## config.mk

```make
export PLATFORM = sky130hd
export DESIGN_NAME = charge_pump_gain_mode_sequencer
export DESIGN_NICKNAME = d
export VERILOG_FILES = /design/src/cp_seq_pkg.sv /design/src/cp_sync2.sv /design/src/cp_switch_seq.sv /design/src/charge_pump_gain_mode_sequencer.sv
export VERILOG_INCLUDE_DIRS = /design/src
export SDC_FILE = /design/constraint.sdc
export NUM_CORES = 1
export LEC_CHECK = 0
export BUFFER_PORTS_ARGS = -buffer_cell sky130_fd_sc_hd__buf_2
export CAP_MARGIN = 25
export CORE_ASPECT_RATIO = 1.25
export CORE_MARGIN = 5
export CORE_UTILIZATION = 57
export CTS_CLUSTER_DIAMETER = 50
export DETAILED_ROUTE_END_ITERATION = 16
export PLACE_DENSITY_LB_ADDON = 0.3
export SKIP_CTS_REPAIR_TIMING = 1
export SYNTH_ARGS = -nofsm -noshare
export SYNTH_HDL_FRONTEND = slang
export SYNTH_SLANG_ARGS = --single-unit
```

## constraint.sdc

```tcl
create_clock -name sys_clk -period 4.1 [get_ports sys_clk]
set_input_delay 0.205 -clock sys_clk [delete_from_list [all_inputs] [get_ports sys_clk]]
set_output_delay 0.205 -clock sys_clk [all_outputs]
set_load 0.05 [all_outputs]
```

## src/cp_seq_params.svh

```systemverilog
// Timing counts, sink count and field positions for the charge pump sequencer
`ifndef CP_SEQ_PARAMS_SVH
`define CP_SEQ_PARAMS_SVH
`define CP_CLK_HZ 40000000
`define CP_SETTLE_US 100
`define CP_SETTLE_CYCLES ((`CP_SETTLE_US * `CP_CLK_HZ) / 1000000)
`define CP_RST_FILTER_US 50
`define CP_RST_FILTER_CYCLES ((`CP_RST_FILTER_US * `CP_CLK_HZ) / 1000000)
`define CP_OSC_DIV 40
`define CP_NONOVL_CYCLES 2
`define CP_SINKS 7
`define CP_MODE_STBY_REL_BIT 0
`define CP_MODE_RESET 8'h00
`define CP_SINK_EN_RESET 7'h00
`define CP_SW_PASS 0
`define CP_SW_SERIES 1
`define CP_SW_PAR_CHG 2
`define CP_SW_PAR_DIS 3
`define CP_SW_SOFT 4
`define CP_SW_WIDTH 5
`endif

```

## src/cp_seq_pkg.sv

```systemverilog
// Types shared by the charge pump sequencer files
package cp_seq_pkg;
	typedef enum logic [1:0] {GAIN_1X, GAIN_1P5X, GAIN_2X, GAIN_OFF} gain_type;
	typedef enum logic [1:0] {MODE_SHUTDOWN, MODE_STANDBY, MODE_SOFTSTART, MODE_ACTIVE} opmode_type;
endpackage

```

## src/cp_sync2.sv

```systemverilog
// Two flip-flop synchroniser for a bus of comparator levels
`timescale 1ns/1ps
module cp_sync2 #(
	parameter int WIDTH = 1
) (
	input wire logic sysClk,
	input wire logic rstN,
	input wire logic [WIDTH-1:0] asyncIn,
	output logic [WIDTH-1:0] syncOut
);
	logic [WIDTH-1:0] meta_q;

	// First stage feeds only the second stage
	always_ff @(posedge sysClk or negedge rstN) begin
		if (!rstN) begin
			meta_q <= '0;
			syncOut <= '0;
		end else begin
			meta_q <= asyncIn;
			syncOut <= meta_q;
		end
	end
endmodule

```

## src/cp_switch_seq.sv

```systemverilog
// Pump switch sequencer: bypass, series/parallel phases and isolation
`timescale 1ns/1ps
`include "cp_seq_params.svh"
module cp_switch_seq #(
	parameter int OSC_DIV = `CP_OSC_DIV,
	parameter int NONOVL = `CP_NONOVL_CYCLES
) (
	input wire logic sysClk,
	input wire logic rstN,
	input wire cp_seq_pkg::gain_type gain,
	input wire logic softStart,
	output logic [`CP_SW_WIDTH-1:0] switchCtl
);
	import cp_seq_pkg::*;

	typedef enum logic [1:0] {PH_CHARGE, PH_GAP1, PH_DISCH, PH_GAP2} phase_type;
	phase_type phase_q;
	logic [7:0] div_q;
	logic tick;
	logic [`CP_SW_WIDTH-1:0] sw_d;

	// Oscillator divider gives one enable pulse per phase slot
	always_ff @(posedge sysClk or negedge rstN) begin
		if (!rstN) begin
			div_q <= 8'h00;
		end else if (tick) begin
			div_q <= 8'h00;
		end else begin
			div_q <= div_q + 8'h01;
		end
	end

	// Gap phases are short so non-overlap costs little charge time
	assign tick = (phase_q == PH_GAP1 || phase_q == PH_GAP2) ?
		(div_q == 8'(NONOVL - 1)) : (div_q == 8'(OSC_DIV - 1));

	always_ff @(posedge sysClk or negedge rstN) begin
		if (!rstN) begin
			phase_q <= PH_CHARGE;
		end else if (tick) begin
			phase_q <= phase_type'(phase_q + 2'd1);
		end
	end

	// Switch pattern decode per gain and phase
	always_comb begin
		sw_d = '0;
		unique case (gain)
			GAIN_1X: begin
				sw_d[`CP_SW_PASS] = 1'b1;
			end
			GAIN_1P5X: begin
				if (phase_q == PH_CHARGE) begin
					sw_d[`CP_SW_SERIES] = 1'b1;
				end else if (phase_q == PH_DISCH) begin
					sw_d[`CP_SW_PAR_DIS] = 1'b1;
				end
			end
			GAIN_2X: begin
				if (phase_q == PH_CHARGE) begin
					sw_d[`CP_SW_PAR_CHG] = 1'b1;
				end else if (phase_q == PH_DISCH) begin
					sw_d[`CP_SW_PAR_DIS] = 1'b1;
				end
			end
			GAIN_OFF: begin
				sw_d = '0;
			end
		endcase
		if (softStart) begin
			sw_d = '0;
			sw_d[`CP_SW_SOFT] = 1'b1;
		end
	end

	// Registered switch drive
	always_ff @(posedge sysClk or negedge rstN) begin
		if (!rstN) begin
			switchCtl <= '0;
		end else begin
			switchCtl <= sw_d;
		end
	end
endmodule

```

## src/charge_pump_gain_mode_sequencer.sv

```systemverilog
// Mode sequencer and automatic gain selection for the LED charge pump
// Operation
// - After soft start the pump begins in unity gain.
// - Any enabled sink below headroom raises gain one step.
// - Wait 100 us after each gain change before deciding again.
// - All enabled sinks above upper threshold lower gain one step.
// - Disabled sinks are masked out of gain decisions.
// - Soft start current path until output reaches 92% of input.
// - Soft start after undervoltage release, fault recovery or standby exit.
// - Standby-release bit set to one enters active mode.
// - Standby when release bit is zero or reset pin held low.
// - Standby disables everything but the serial-bus receivers.
// - Below undervoltage threshold the device is shut down entirely.
// - Supply above start threshold resets registers and enters standby.
// - Isolating faults open all pump switches.
// - 1.5x charges series, discharges parallel; 2x parallel both.
// - Unity gain closes bypass switches continuously.
// - Reset pin low holds standby, defaults, and no bus acknowledge.
// - Reset pin is filtered about 50 us before acting.
`timescale 1ns/1ps
`include "cp_seq_params.svh"
module charge_pump_gain_mode_sequencer #(
	parameter int SINKS = `CP_SINKS,
	parameter int SETTLE_CYCLES = `CP_SETTLE_CYCLES,
	parameter int RST_FILTER_CYCLES = `CP_RST_FILTER_CYCLES
) (
	input wire logic sys_clk,
	input wire logic rst_b,
	input wire logic supplyAboveStart,
	input wire logic hwResetLowPin_n,
	input wire logic faultIsolate,
	input wire logic faultRecover,
	input wire logic modeWrite,
	input wire logic [7:0] modeWriteData,
	input wire logic sinkEnWrite,
	input wire logic [SINKS-1:0] sinkEnWriteData,
	input wire logic [SINKS-1:0] sinkBelowHeadroom,
	input wire logic [SINKS-1:0] sinkAboveUpper,
	input wire logic outputAtSoftTarget,
	output logic [7:0] modeControlRegister,
	output logic [SINKS-1:0] sinkEnable,
	output cp_seq_pkg::gain_type gain,
	output cp_seq_pkg::opmode_type opMode,
	output logic [`CP_SW_WIDTH-1:0] switchCtl,
	output logic busReceiverEn,
	output logic busAckEn,
	output logic circuitsEn
);
	import cp_seq_pkg::*;

	logic rstS1_q;
	logic rstN;
	logic [SINKS-1:0] belowSync;
	logic [SINKS-1:0] aboveSync;
	logic softDoneSync;
	logic pinSync;
	logic pinLow;
	logic [15:0] filt_q;
	logic pinReset_q;
	logic regClear;
	logic standbyRel;
	logic [15:0] settle_q;
	logic settled;
	logic anyLow;
	logic allHigh;
	logic [SINKS-1:0] lowMask;
	logic [SINKS-1:0] highMask;
	logic dropStandby;
	logic isolate;
	logic softStart;
	gain_type gain_d;
	opmode_type mode_d;

	// One step up the gain ladder; 2x is the ceiling
	function automatic gain_type stepUp(input gain_type g);
		gain_type r;
		r = g;
		if (g == GAIN_1X) begin
			r = GAIN_1P5X;
		end else if (g == GAIN_1P5X) begin
			r = GAIN_2X;
		end
		return r;
	endfunction

	// One step down the gain ladder; unity is the floor
	function automatic gain_type stepDown(input gain_type g);
		gain_type r;
		r = g;
		if (g == GAIN_2X) begin
			r = GAIN_1P5X;
		end else if (g == GAIN_1P5X) begin
			r = GAIN_1X;
		end
		return r;
	endfunction

	// Reset release through two flip-flops
	// Assertion is immediate; release waits two edges so no flop sees a runt
	always_ff @(posedge sys_clk or negedge rst_b) begin
		if (!rst_b) begin
			rstS1_q <= 1'b0;
			rstN <= 1'b0;
		end else begin
			rstS1_q <= 1'b1;
			rstN <= rstS1_q;
		end
	end

	cp_sync2 #(.WIDTH(2 * SINKS + 1)) compSync (
		.sysClk(sys_clk),
		.rstN(rstN),
		.asyncIn({sinkBelowHeadroom, sinkAboveUpper, outputAtSoftTarget}),
		.syncOut({belowSync, aboveSync, softDoneSync})
	);

	// Reset pin sampled once through one flop; its reset is asynchronous and loads the idle high level
	always_ff @(posedge sys_clk or negedge rstN) begin
		if (!rstN) begin
			pinSync <= 1'b1;
		end else begin
			pinSync <= hwResetLowPin_n;
		end
	end
	assign pinLow = !pinSync;

	// A short dip restarts the count, so line noise never clears the registers
	// low level must persist for the filter time
	always_ff @(posedge sys_clk or negedge rstN) begin
		if (!rstN) begin
			filt_q <= 16'h0000;
			pinReset_q <= 1'b0;
		end else if (!pinLow) begin
			filt_q <= 16'h0000;
			pinReset_q <= 1'b0;
		end else if (filt_q == 16'(RST_FILTER_CYCLES - 1)) begin
			pinReset_q <= 1'b1;
		end else begin
			filt_q <= filt_q + 16'h0001;
		end
	end

	// Clearing is a level, so registers stay at default while it lasts
	// registers return to defaults in shutdown and pin reset
	assign regClear = !supplyAboveStart || pinReset_q;

	// Mode control register, host written
	// A clear wins over a write that lands in the same cycle
	always_ff @(posedge sys_clk or negedge rstN) begin
		if (!rstN) begin
			modeControlRegister <= `CP_MODE_RESET;
		end else if (regClear) begin
			modeControlRegister <= `CP_MODE_RESET;
		end else if (modeWrite) begin
			modeControlRegister <= modeWriteData;
		end
	end

	// Cleared with the mode register, so a reset leaves every sink out
	// host sink enables
	always_ff @(posedge sys_clk or negedge rstN) begin
		if (!rstN) begin
			sinkEnable <= `CP_SINK_EN_RESET;
		end else if (regClear) begin
			sinkEnable <= `CP_SINK_EN_RESET;
		end else if (sinkEnWrite) begin
			sinkEnable <= sinkEnWriteData;
		end
	end

	assign standbyRel = modeControlRegister[`CP_MODE_STBY_REL_BIT];

	// release bit low or filtered pin reset sends the pump to standby
	assign dropStandby = !standbyRel || pinReset_q;

	// Operating mode sequencing
	// Undervoltage overrides every state, so no state needs its own shutdown arm
	always_comb begin
		mode_d = opMode;
		if (!supplyAboveStart) begin
			mode_d = MODE_SHUTDOWN;
		end else begin
			unique case (opMode)
				MODE_SHUTDOWN: begin
					mode_d = MODE_STANDBY;
				end
				MODE_STANDBY: begin
					// release bit enters active via soft start
					if (standbyRel && !pinReset_q) begin
						mode_d = MODE_SOFTSTART;
					end
				end
				MODE_SOFTSTART: begin
					// standby on release bit low or pin reset
					if (dropStandby) begin
						mode_d = MODE_STANDBY;
					end else if (faultIsolate) begin
						mode_d = MODE_SOFTSTART;
					end else if (softDoneSync) begin
						// soft start ends at output target
						mode_d = MODE_ACTIVE;
					end
				end
				MODE_ACTIVE: begin
					// standby on release bit low or pin reset
					if (dropStandby) begin
						mode_d = MODE_STANDBY;
					end else if (faultIsolate) begin
						// restart through soft start after fault
						mode_d = MODE_SOFTSTART;
					end
				end
			endcase
		end
	end

	// Shutdown is the reset state; the first edge after release moves on
	// Mode register; faults hold soft start while faultIsolate stays high; faultRecover does not affect the mode
	always_ff @(posedge sys_clk or negedge rstN) begin
		if (!rstN) begin
			opMode <= MODE_SHUTDOWN;
		end else begin
			opMode <= mode_d;
		end
	end

	// standby keeps only bus receivers alive
	assign circuitsEn = (opMode == MODE_SOFTSTART) || (opMode == MODE_ACTIVE);
	assign busReceiverEn = (opMode != MODE_SHUTDOWN);
	// The once-sampled pin gates it too, so the bus goes quiet before the filter ends
	// no acknowledge while the pin reset holds
	assign busAckEn = busReceiverEn && !pinReset_q && !pinLow;

	// per-sink masking of the synchronised comparators
	for (genvar s = 0; s < SINKS; s++) begin : g_mask
		assign lowMask[s] = belowSync[s] && sinkEnable[s];
		assign highMask[s] = aboveSync[s] || !sinkEnable[s];
	end

	// Summaries; with no sink enabled nothing asks for a step either way
	assign anyLow = |lowMask;
	assign allHigh = (sinkEnable != '0) && (&highMask);

	// A change to isolation reloads it as well, so restarts also wait
	// settle timer restarted by every gain change
	always_ff @(posedge sys_clk or negedge rstN) begin
		if (!rstN) begin
			settle_q <= 16'h0000;
		end else if (gain_d != gain) begin
			settle_q <= 16'(SETTLE_CYCLES);
		end else if (settle_q != 16'h0000) begin
			settle_q <= settle_q - 16'h0001;
		end
	end
	assign settled = (settle_q == 16'h0000);

	// isolation whenever the pump is not in active operation
	assign isolate = (opMode != MODE_ACTIVE) || faultIsolate;

	// Gain decision; raising wins over lowering so a starved sink is served first
	always_comb begin
		gain_d = gain;
		if (isolate) begin
			gain_d = GAIN_OFF;
		end else if (gain == GAIN_OFF) begin
			// start in unity after soft start
			gain_d = GAIN_1X;
		end else if (settled) begin
			if (anyLow) begin
				gain_d = stepUp(gain);
			end else if (allHigh) begin
				gain_d = stepDown(gain);
			end
		end
	end

	// Gain register
	always_ff @(posedge sys_clk or negedge rstN) begin
		if (!rstN) begin
			gain <= GAIN_OFF;
		end else begin
			gain <= gain_d;
		end
	end

	// Soft start path active only while charging and no fault isolates
	// Recovery keeps it open so a fault cannot restart the inrush at once
	assign softStart = (opMode == MODE_SOFTSTART) && !faultIsolate && !faultRecover;

	// Switch network driver; it owns the phase oscillator
	cp_switch_seq switchSeq (
		.sysClk(sys_clk),
		.rstN(rstN),
		.gain(gain),
		.softStart(softStart),
		.switchCtl(switchCtl)
	);
endmodule

```

# Word level (Yosys, flattened, before mapping)
# Index checks and enable logic that the tools add are counted.
word_totals:
  inputBits: 38
  reg_bits: 100
  output_inout_bits: 27
  word_cells: 126
classes:
  reduce_logical: 52
  addsub: 4
  n_mux: 37
  n_eq_ne: 18
ops:
  columns: ["cell", "count"]
  rows:
  - ["16-bit two-way mux", 4]
  - ["2-bit two-way mux", 16]
  - ["8-bit two-way mux", 3]
  - ["16-bit by 1-bit adder with 16-bit output (second input constant)", 1]
  - ["16-bit by 11-bit equality test with 1-bit output (second input constant)", 1]
  - ["16-bit zero test", 1]
  - ["16-bit nonzero test", 1]
  - ["16-bit by 1-bit subtractor with 16-bit output (second input constant)", 1]
  - ["7-bit two-way mux", 2]
  - ["1-bit logical AND", 13]
  - ["2-bit equality test (second input constant)", 6]
  - ["1-bit zero test", 12]
  - ["1-bit logical OR", 12]
  - ["1-bit two-way mux", 10]
  - ["2-bit nonzero test", 5]
  - ["8-bit by 1-bit adder with 8-bit output (second input constant)", 1]
  - ["8-bit by 1-bit equality test with 1-bit output (second input constant)", 1]
  - ["8-bit by 6-bit equality test with 1-bit output (second input constant)", 1]
  - ["2-bit case mux with 4 select lines", 1]
  - ["7-bit AND reduction", 1]
  - ["7-bit nonzero test", 1]
  - ["7-bit OR reduction", 1]
  - ["2-bit by 1-bit equality test with 1-bit output (second input constant)", 3]
  - ["2-bit zero test", 3]
  - ["other kinds (9)", 10]

# Longest topological paths before layout
# Gate-level depths: netlist of run 1.
logic_depth:
  ltp_word: 11
  ltp_mapped: 10
  ltp_nobuf: 9

# Hierarchy
# A second synthesis of run 1 with hierarchy kept.
hier_totals:
  hier_cells: 386
  hier_area_um2: 4528.1
modules_own_cells:
  columns: ["mod", "instances", "area_each_um2", "seq_area_each_um2", "cells_per_inst"]
  rows:
  - ["charge_pump_gain_mode_sequencer", 1, 3022.9, 1380.1, 294]
  - ["cp_switch_seq", 1, 754.5, 375.4, 62]
  - ["cp_sync2", 1, 750.7, 750.7, 30]

# Worst setup path before layout of run 1
# Ideal clock, no wire load.
synth_timing:
  path_type: "register to register"
  start: "reg sinkEnable[2]"
  end: "reg settle_q[10]"
  setup_time_ns: 0.074
  path_stages_with_launch: 9
  path_buffers: 1
  arrival_ns: 2.404
  synth_period_minus_slack_ns: 2.478
  setup_slack_ns: 1.622
  t_required_ns: 4.026
  path_cell_list: "dfrtp_1 nor2b_1 a2111oi_4 and3_1 mux2i_1 nand2_1 a311o_1 buf_4 o21ai_2"
synth_between:
  elab_chain_cells: 11
  elab_cells_between_ends: 15
  cone_classes: "1 x eq/ne; 6 x mux; 8 x reduce/logical"
synth_rtl:
  columns: ["item", "line_no", "source"]
  rows:
  - ["start: declaration", "charge_pump_gain_mode_sequencer.sv:41", "output logic [SINKS-1:0] sinkEnable,"]
  - ["start signal: assignment", "charge_pump_gain_mode_sequencer.sv:163", "sinkEnable <= `CP_SINK_EN_RESET;"]
  - ["start signal: assignment", "charge_pump_gain_mode_sequencer.sv:165", "sinkEnable <= `CP_SINK_EN_RESET;"]
  - ["start signal: assignment", "charge_pump_gain_mode_sequencer.sv:167", "sinkEnable <= sinkEnWriteData;"]
  - ["1-bit zero test", "charge_pump_gain_mode_sequencer.sv:237", "assign highMask[s] = aboveSync[s] || !sinkEnable[s];"]
  - ["1-bit logical OR", "charge_pump_gain_mode_sequencer.sv:237", null]
  - ["7-bit AND reduction", "charge_pump_gain_mode_sequencer.sv:242", "assign allHigh = (sinkEnable != '0) && (&highMask);"]
  - ["1-bit logical AND", "charge_pump_gain_mode_sequencer.sv:242", null]
  - ["2-bit two-way mux", "charge_pump_gain_mode_sequencer.sv:271", "end else if (allHigh) begin"]
  - ["2-bit two-way mux (*)", "charge_pump_gain_mode_sequencer.sv:269", "if (anyLow) begin"]
  - ["2-bit two-way mux (*)", "charge_pump_gain_mode_sequencer.sv:268", "end else if (settled) begin"]
  - ["2-bit two-way mux (*)", "charge_pump_gain_mode_sequencer.sv:265", "end else if (gain == GAIN_OFF) begin"]
  - ["2-bit two-way mux (*)", "charge_pump_gain_mode_sequencer.sv:263", "if (isolate) begin"]
  - ["2-bit inequality test (*)", "charge_pump_gain_mode_sequencer.sv:249", "end else if (gain_d != gain) begin"]
  - ["16-bit two-way mux / 2-bit nonzero test (equally long branches)", null, null]
  - ["end signal: assignment", "charge_pump_gain_mode_sequencer.sv:250", "settle_q <= 16'(SETTLE_CYCLES);"]
  - ["end signal: assignment", "charge_pump_gain_mode_sequencer.sv:252", "settle_q <= settle_q - 16'h0001;"]
  - ["end: declaration", "charge_pump_gain_mode_sequencer.sv:62", "logic [15:0] settle_q;"]
# Every way passes the cells marked *; elsewhere a longest branch is shown, timed or not.
# A chain may end at the register's enable or synchronous reset.

# Worst setup path in the final report of run 1
layout_timing:
  start: "reg sinkEnable[0]"
  end: "reg settle_q[3]"
# The elaborated chain is that of the path after synthesis.

==> metrics.cfg, run 1 <==
[sta]
setup_viol=0
worst_pin_slew_ns=0.887
finalCritPeriodShare_pct=68.2
hold_viol_final=0
setup_slack_ns=1.30
fin_crit_ns=2.80
fmax_mhz=358
slew_viol_final=0
skew_ns=0.00991
rsz0062_at_grt=false
fin_tns_setup_ns=0
slew_headroom_pct=40.9

[worst_setup_path]
critPathArrivalTime_ns=3.01
required_ns=4.31
cp_cell_sequence=a222oi_1 > nand3_2 > a221o_1 > a31oi_1 > a311o_1 > o221ai_1
crit_type=flop to flop
setup.worst_path.start_class=flop
rrSetupSlack_ns=1.30
slowest_delay_ns=0.62
rr_endpoint=settle_q[3]$_DFFE_PN0P_
crit_path_max_fanout=12
cp_slowest_cell=a311o_1
r2r-start=sinkEnable[0]$_DFFE_PN0P_
worstSetupEndpointType=flop
worstRegToRegCells=6

[clock_network]
cts_tree=done
cts.sinks=100
htreeDepth=3
clockBufferDepth=2
path_clk_slew_ns=0.09
numCtsBuffers=9
clk_latency_ns=0.36
cts-root-buf=clkbuf_8

[grt]
grt-ovfl-total=0
grt_pass1_vias=3023
grt_max_degree=74
grt_pass1_wl_mm=14.1
antenna_found_initial=0
track_usage_pct=19.1

[floorplanning]
pin_count=65
fp.dieH_um=108
core_region_area_sq_mm=0.00744
rows=35
die_w_um=88.3
start_util_pct=58.7
die_area_sq_mm=0.00953

[route]
via_per_inst=5.45
antenna_left=0
firstDrtPassIters=4
wirelength_mm=8.55
drt_iter0_drc=130
vias=3042
wl_per_cell_um=15.3
drc=0

[placement]
gp_congestion=0.925
dp.cells=525
place_hpwl_mm=6.02
dpl_worst_slack_ns=1.29
port_buffers=64

[layout]
diodes=0
drive_gt1_share_pct=22.1
layout.cells.non_filler=558
final_cell_mix=dfrtp_1 (96), buf_2 (64), nor2_1 (49), mux2i_1 (18)
mostFrequentLayoutCell=dfrtp_1
nNetsFinal=512
syn_to_final_growth_pct=17.6
finalCoreUtilization_pct=69.0

[synth]
synth-edff-count=0
synth_area_per_cell_sq_um=11.5
synth-seq-cells=100
synth-main-ff-cell=dfrtp_1
synth_area_leader_cell=dfrtp_1
seq_area_frac_synth_pct=57.4
synth_top_area_share_pct=55.6
synth_area_leaders=dfrtp_1 (56%), nor2_1 (4.2%), mux2i_1 (4.1%)
netlist_instances=379
syn_area_sq_mm=0.00437
syn_nets=430
synthDistinctLibCells=51
synthArstFlopShare_pct=100
ys_warn_count=0

[power]
p_leak_nw=2.41
peakVddDrop_mv=0.288
power_density_mw_per_mm2=398
total_power_mw=2.04

[min_path]
hp-class=primary input to flop
whs_endpoint=modeControlRegister[4]$_DFFE_PN0P_
min_path_cells=3
min-delay-start=modeWriteData[4]

[run]
max_cap_violations=0

[outcome]
outcome=completed

synthesized netlist by cell type, drive strengths merged, types with 9 or more instances:
master and n:
o21ai 19, nor2 49, dfrtp 97, inv 17, mux2i 18, nand2 16
and3 14, ha 13, nand3 12, a21oi 9, xor2 15, xnor2 16
clkbuf 9
flip-flops by register name, indices dropped and copies added (netlist names), 2 cells and up:
| name | cells |
|---|---|
| filt_q | 16 |
| settle_q | 16 |
| compSync.meta_q | 15 |
| compSync.syncOut | 15 |
| modeControlRegister | 8 |
| switchSeq.div_q | 8 |
| sinkEnable | 7 |
| switchSeq.switchCtl | 5 |
| gain | 2 |
| opMode | 2 |
| switchSeq.phase_q | 2 |
critical path: cells and delay by family (launching register included):
| kind | cells | cell delay (ns) |
|---|---|---|
| compound gates | 5 | 1.95 |
| flops | 1 | 0.42 |
| simple gates | 1 | 0.27 |
final cells by class:
| class | count | area, sq um |
|---|---|---|
| repair buffers | 82 | 498 |
| flip-flops and latches | 100 | 2510 |
| inverters | 17 | 63.8 |
| multi-input cells | 251 | 1750 |
| clock buffers | 12 | 145 |
| well taps | 92 | 115 |
| clock inverters | 4 | 57.6 |
| fillers | 569 | 2310 |
power breakdown:
| part | switching [mW] | internal (mW) |
|---|---|---|
| clock network | 0.332 | 0.305 |
| registers | 0.0758 | 1.05 |
| logic | 0.161 | 0.115 |
stage by stage:
stage	hold WS (ns)	cell area, sq um
2_1_floorplan	-0.0906	4370
3_3_place_gp	-0.0107	4760
3_5_place_dp	-0.00459	4760
4_1_cts	-0.407	4970
5_1_grt	0.0773	5140
6_report	0.0884	5140
kinds of logic (layout without fill, tap and decap cells):
family | Yosys count | in the layout | share of synthesized area (%)
xor+xnor | 31 | 31 | 6.21
flops | 100 | 100 | 57.4
simple gates | 136 | 136 | 16.4
other cells | 1 | 1 | 0.0858
compound gates | 51 | 51 | 9.22
mux | 19 | 19 | 4.38
buf+inv | 28 | 115 | 2.66
fa+ha+maj | 13 | 13 | 3.72
how the worst max path moves through the flow:
stage / startpoint / end / slack, ns / cells past startpoint
3_5_place_dp: sinkEnable[0]$_DFFE_PN0P_ / settle_q[3]$_DFFE_PN0P_ / 1.29 / 6
4_1_cts: sinkEnable[0]$_DFFE_PN0P_ / settle_q[3]$_DFFE_PN0P_ / 1.29 / 6
3_3_place_gp: sinkEnable[0]$_DFFE_PN0P_ / settle_q[3]$_DFFE_PN0P_ / 1.39 / 6
2_1_floorplan: rstN$_DFF_PN0_ / compSync.meta_q[0]$_DFF_PN0_ / 1.11 / 0
5_1_grt: sinkEnable[0]$_DFFE_PN0P_ / settle_q[3]$_DFFE_PN0P_ / 1.0 / 6
6_report: sinkEnable[0]$_DFFE_PN0P_ / settle_q[3]$_DFFE_PN0P_ / 1.30 / 6
layer usage:
layer / global-route usage (%) / share of wire, % / routed length, um / up-vias
met5: 0 / 0 / 0 / -
met4: 7.02 / 2.0 / 172 / 0
met3: 4.75 / 4.5 / 386 / 18
met2: 32.4 / 52 / 4410 / 64
met1: 23.2 / 42 / 3590 / 1483
li1: - / - / - / 1477
Power figures use the tool's default switching activity.
==> run 2, diff against run 1 <==
==> constraint.sdc (replaced) <==
create_clock -name sys_clk -period 2.7 [get_ports sys_clk]
set_input_delay 0.135 -clock sys_clk [delete_from_list [all_inputs] [get_ports sys_clk]]
set_output_delay 0.135 -clock sys_clk [all_outputs]
set_load 0.05 [all_outputs]
==> metrics.cfg, run 2 (synthesized netlist as in run 1, its figures left out) <==
[layout]
multi_input_area_sq_mm=0.00175  ; unchanged
diodes=0  ; unchanged
nFillCells=555  ; was 569
drive_gt1_share_pct=23.5  ; was 22.1%
mostFrequentLayoutCell=dfrtp_1  ; unchanged
finalCoreUtilization_pct=69.5  ; was 69.0%
syn_to_final_growth_pct=18.5  ; was 17.6%
nNetsFinal=518  ; was 512
final_cell_mix=dfrtp_1 (96), buf_2 (64), nor2_1 (49), mux2i_1 (18)  ; unchanged
final_area_sq_mm=0.00518  ; was 0.00514 sq mm
largestRegisters=filt_q x16, settle_q x16  ; unchanged
register_area_sq_mm=0.00251  ; unchanged

[placement]
place_hpwl_mm=6.19  ; was 6.02 mm
postPlaceCellArea_sq_mm=0.00481  ; was 0.00476 sq mm
dpl_worst_slack_ns=0.110  ; was 1.29 ns
gp_congestion=0.825  ; was 0.925
port_buffers=64  ; unchanged

[floorplanning]
die_w_um=88.3  ; unchanged
die_area_sq_mm=0.00953  ; unchanged
fp.dieH_um=108  ; unchanged
core_region_area_sq_mm=0.00744  ; unchanged
rows=35  ; unchanged
start_util_pct=58.7  ; unchanged
pin_count=65  ; unchanged

[power]
clock_power_share_pct=29.3  ; was 31.2%
peakVddDrop_mv=0.459  ; was 0.288 mV
swShare_pct=29.8  ; was 27.9%
p_switching_uw=903  ; was 569 uW
power_density_mw_per_mm2=586  ; was 398 mW/mm^2
p_leak_nw=2.42  ; was 2.41 nW
p_comb_share_pct=14.4  ; was 13.5%
power_frac_seq_pct=56.3  ; was 55.3%
cellInternalPower_mw=2.13  ; was 1.47 mW

[worst_setup_path]
crit_type=flop to flop  ; unchanged
slowest_delay_ns=0.66  ; was 0.62 ns
required_ns=2.95  ; was 4.31 ns
cp_cell_sequence=inv_1 > ha_1 > a31oi_1 > a2111o_1 > a31oi_1 > a311o_1 > buf_4 > o21ai_2  ; was a222oi_1 > nand3_2 > a221o_1 > a31oi_1 > a311o_1 > o221ai_1
setup.worst_path.start_class=flop  ; unchanged
worstSetupEndpointType=flop  ; unchanged
critPathArrivalTime_ns=2.83  ; was 3.01 ns
worst_path_most_repeated_cell=a31oi_1
cp_slowest_cell=dfstp_2  ; was a311o_1
crit_path_max_fanout=10  ; was 12

[route]
via_per_inst=5.50  ; was 5.45
vias=3102  ; was 3,042
wirelength_mm=8.84  ; was 8.55 mm
wl_per_cell_um=15.7  ; was 15.3 um
drt_iter0_drc=250  ; was 130
drc=0  ; unchanged
antenna_left=0  ; unchanged
firstDrtPassIters=4  ; unchanged

[sta]
slew_headroom_pct=54.1  ; was 40.9%
fin_tns_setup_ns=0  ; unchanged
rsz0062_at_grt=false  ; unchanged
finalCritPeriodShare_pct=95.3  ; was 68.2%
setup_viol=0  ; unchanged
hold_viol_final=1  ; was 0
fin_crit_ns=2.57  ; was 2.80 ns
fmax_mhz=389  ; was 358 MHz
skew_ns=0.0124  ; was 0.00991 ns
whs_ns=-0.000862  ; was 0.0884 ns
setup_slack_ns=0.126  ; was 1.30 ns
slew_viol_final=0  ; unchanged
worst_pin_slew_ns=0.688  ; was 0.887 ns

[grt]
antenna_found_initial=0  ; unchanged
grt_pass1_wl_mm=14.0  ; was 14.1 mm
grt_pass1_vias=3008  ; was 3,023
grt-ovfl-total=0  ; unchanged
track_usage_pct=18.9  ; was 19.1%
grt_max_degree=56  ; was 74

[outcome]
violations=hold timing
outcome=complete, but fails checks  ; was completed

[clock_network]
cts.sinks=100  ; unchanged
path_clk_slew_ns=0.10  ; was 0.09 ns
htreeDepth=3  ; unchanged
cts_tree=done  ; unchanged
clockBufferDepth=2  ; unchanged
numCtsBuffers=9  ; unchanged
clk_latency_ns=0.37  ; was 0.36 ns
cts-root-buf=clkbuf_8  ; unchanged

[run]
max_cap_violations=0  ; unchanged

[min_path]
hp-class=primary input to flop  ; unchanged

## run 2: cell types whose count changed in the layout (fill, tap and decap cells not counted)
cell,previous run,this run
inv_8,1,2
clkbuf_1,2,0
bufinv_16,1,0
buf_4,1,6
clkinvlp_4,1,4
clkbuf_8,10,9
buf_12,0,1
## run 2: power by group through the flow
stage	logic (mW)	registers [mW]	clock network, mW
5_1_grt	0.479	1.73	0.965
2_1_floorplan	0.249	1.77	0
3_3_place_gp	0.403	1.73	0
3_5_place_dp	0.416	1.74	0
4_1_cts	0.418	1.71	0.906
6_report	0.437	1.71	0.887
## run 2: worst paths after layout
check,to,start,cells past startpoint,slack (ns)
setup / recovery,settle_q[10]$_DFFE_PN0P_,gain[0]$_DFF_PN1_,8,0.13
hold / removal,modeControlRegister[5]$_DFFE_PN0P_,modeWriteData[5],3,-0.0009
setup reg to reg,settle_q[10]$_DFFE_PN0P_,gain[0]$_DFF_PN1_,8,0.13
hold reg to reg,filt_q[15]$_DFFE_PN0P_,rstN$_DFF_PN0_,0,0.34
max in group asynchronous,pinSync$_DFF_PN1_,rstN$_DFF_PN0_,1,1.63
min in group asynchronous,rstN$_DFF_PN0_,rst_b,2,0.08
## run 2: critical path: cells and delay by family (launching register included)
| kind | cells | cell delay, ns |
|---|---|---|
| flops | 1 | 0.66 |
| compound gates | 5 | 1.06 |
| buf+inv | 2 | 0.37 |
| fa+ha+maj | 1 | 0.35 |
## run 2: metal layers
layer,wire length (um),global-route usage (%),vias up,part of all wire [%]
li1,-,-,1491,-
met1,3580,24.7,1519,41
met2,4610,30.9,77,52
met3,468,3.68,15,5.3
met4,172,7.45,0,1.9
met5,0,0,-,0
## run 2: final cells by class
class,count,area share [%]
clock inverters,7,1.18
inverters,17,1.23
well taps,92,2.22
clock buffers,9,2.39
repair buffers,88,10.7
multi-input cells,251,33.7
flip-flops and latches,100,48.5
## run 2: through the flow
stage,std cells,total power [mW]
finish,564,3.03
global route,564,3.17
CTS,546,3.03
detailed placement,530,2.15
global placement,530,2.14
floorplan,379,2.02
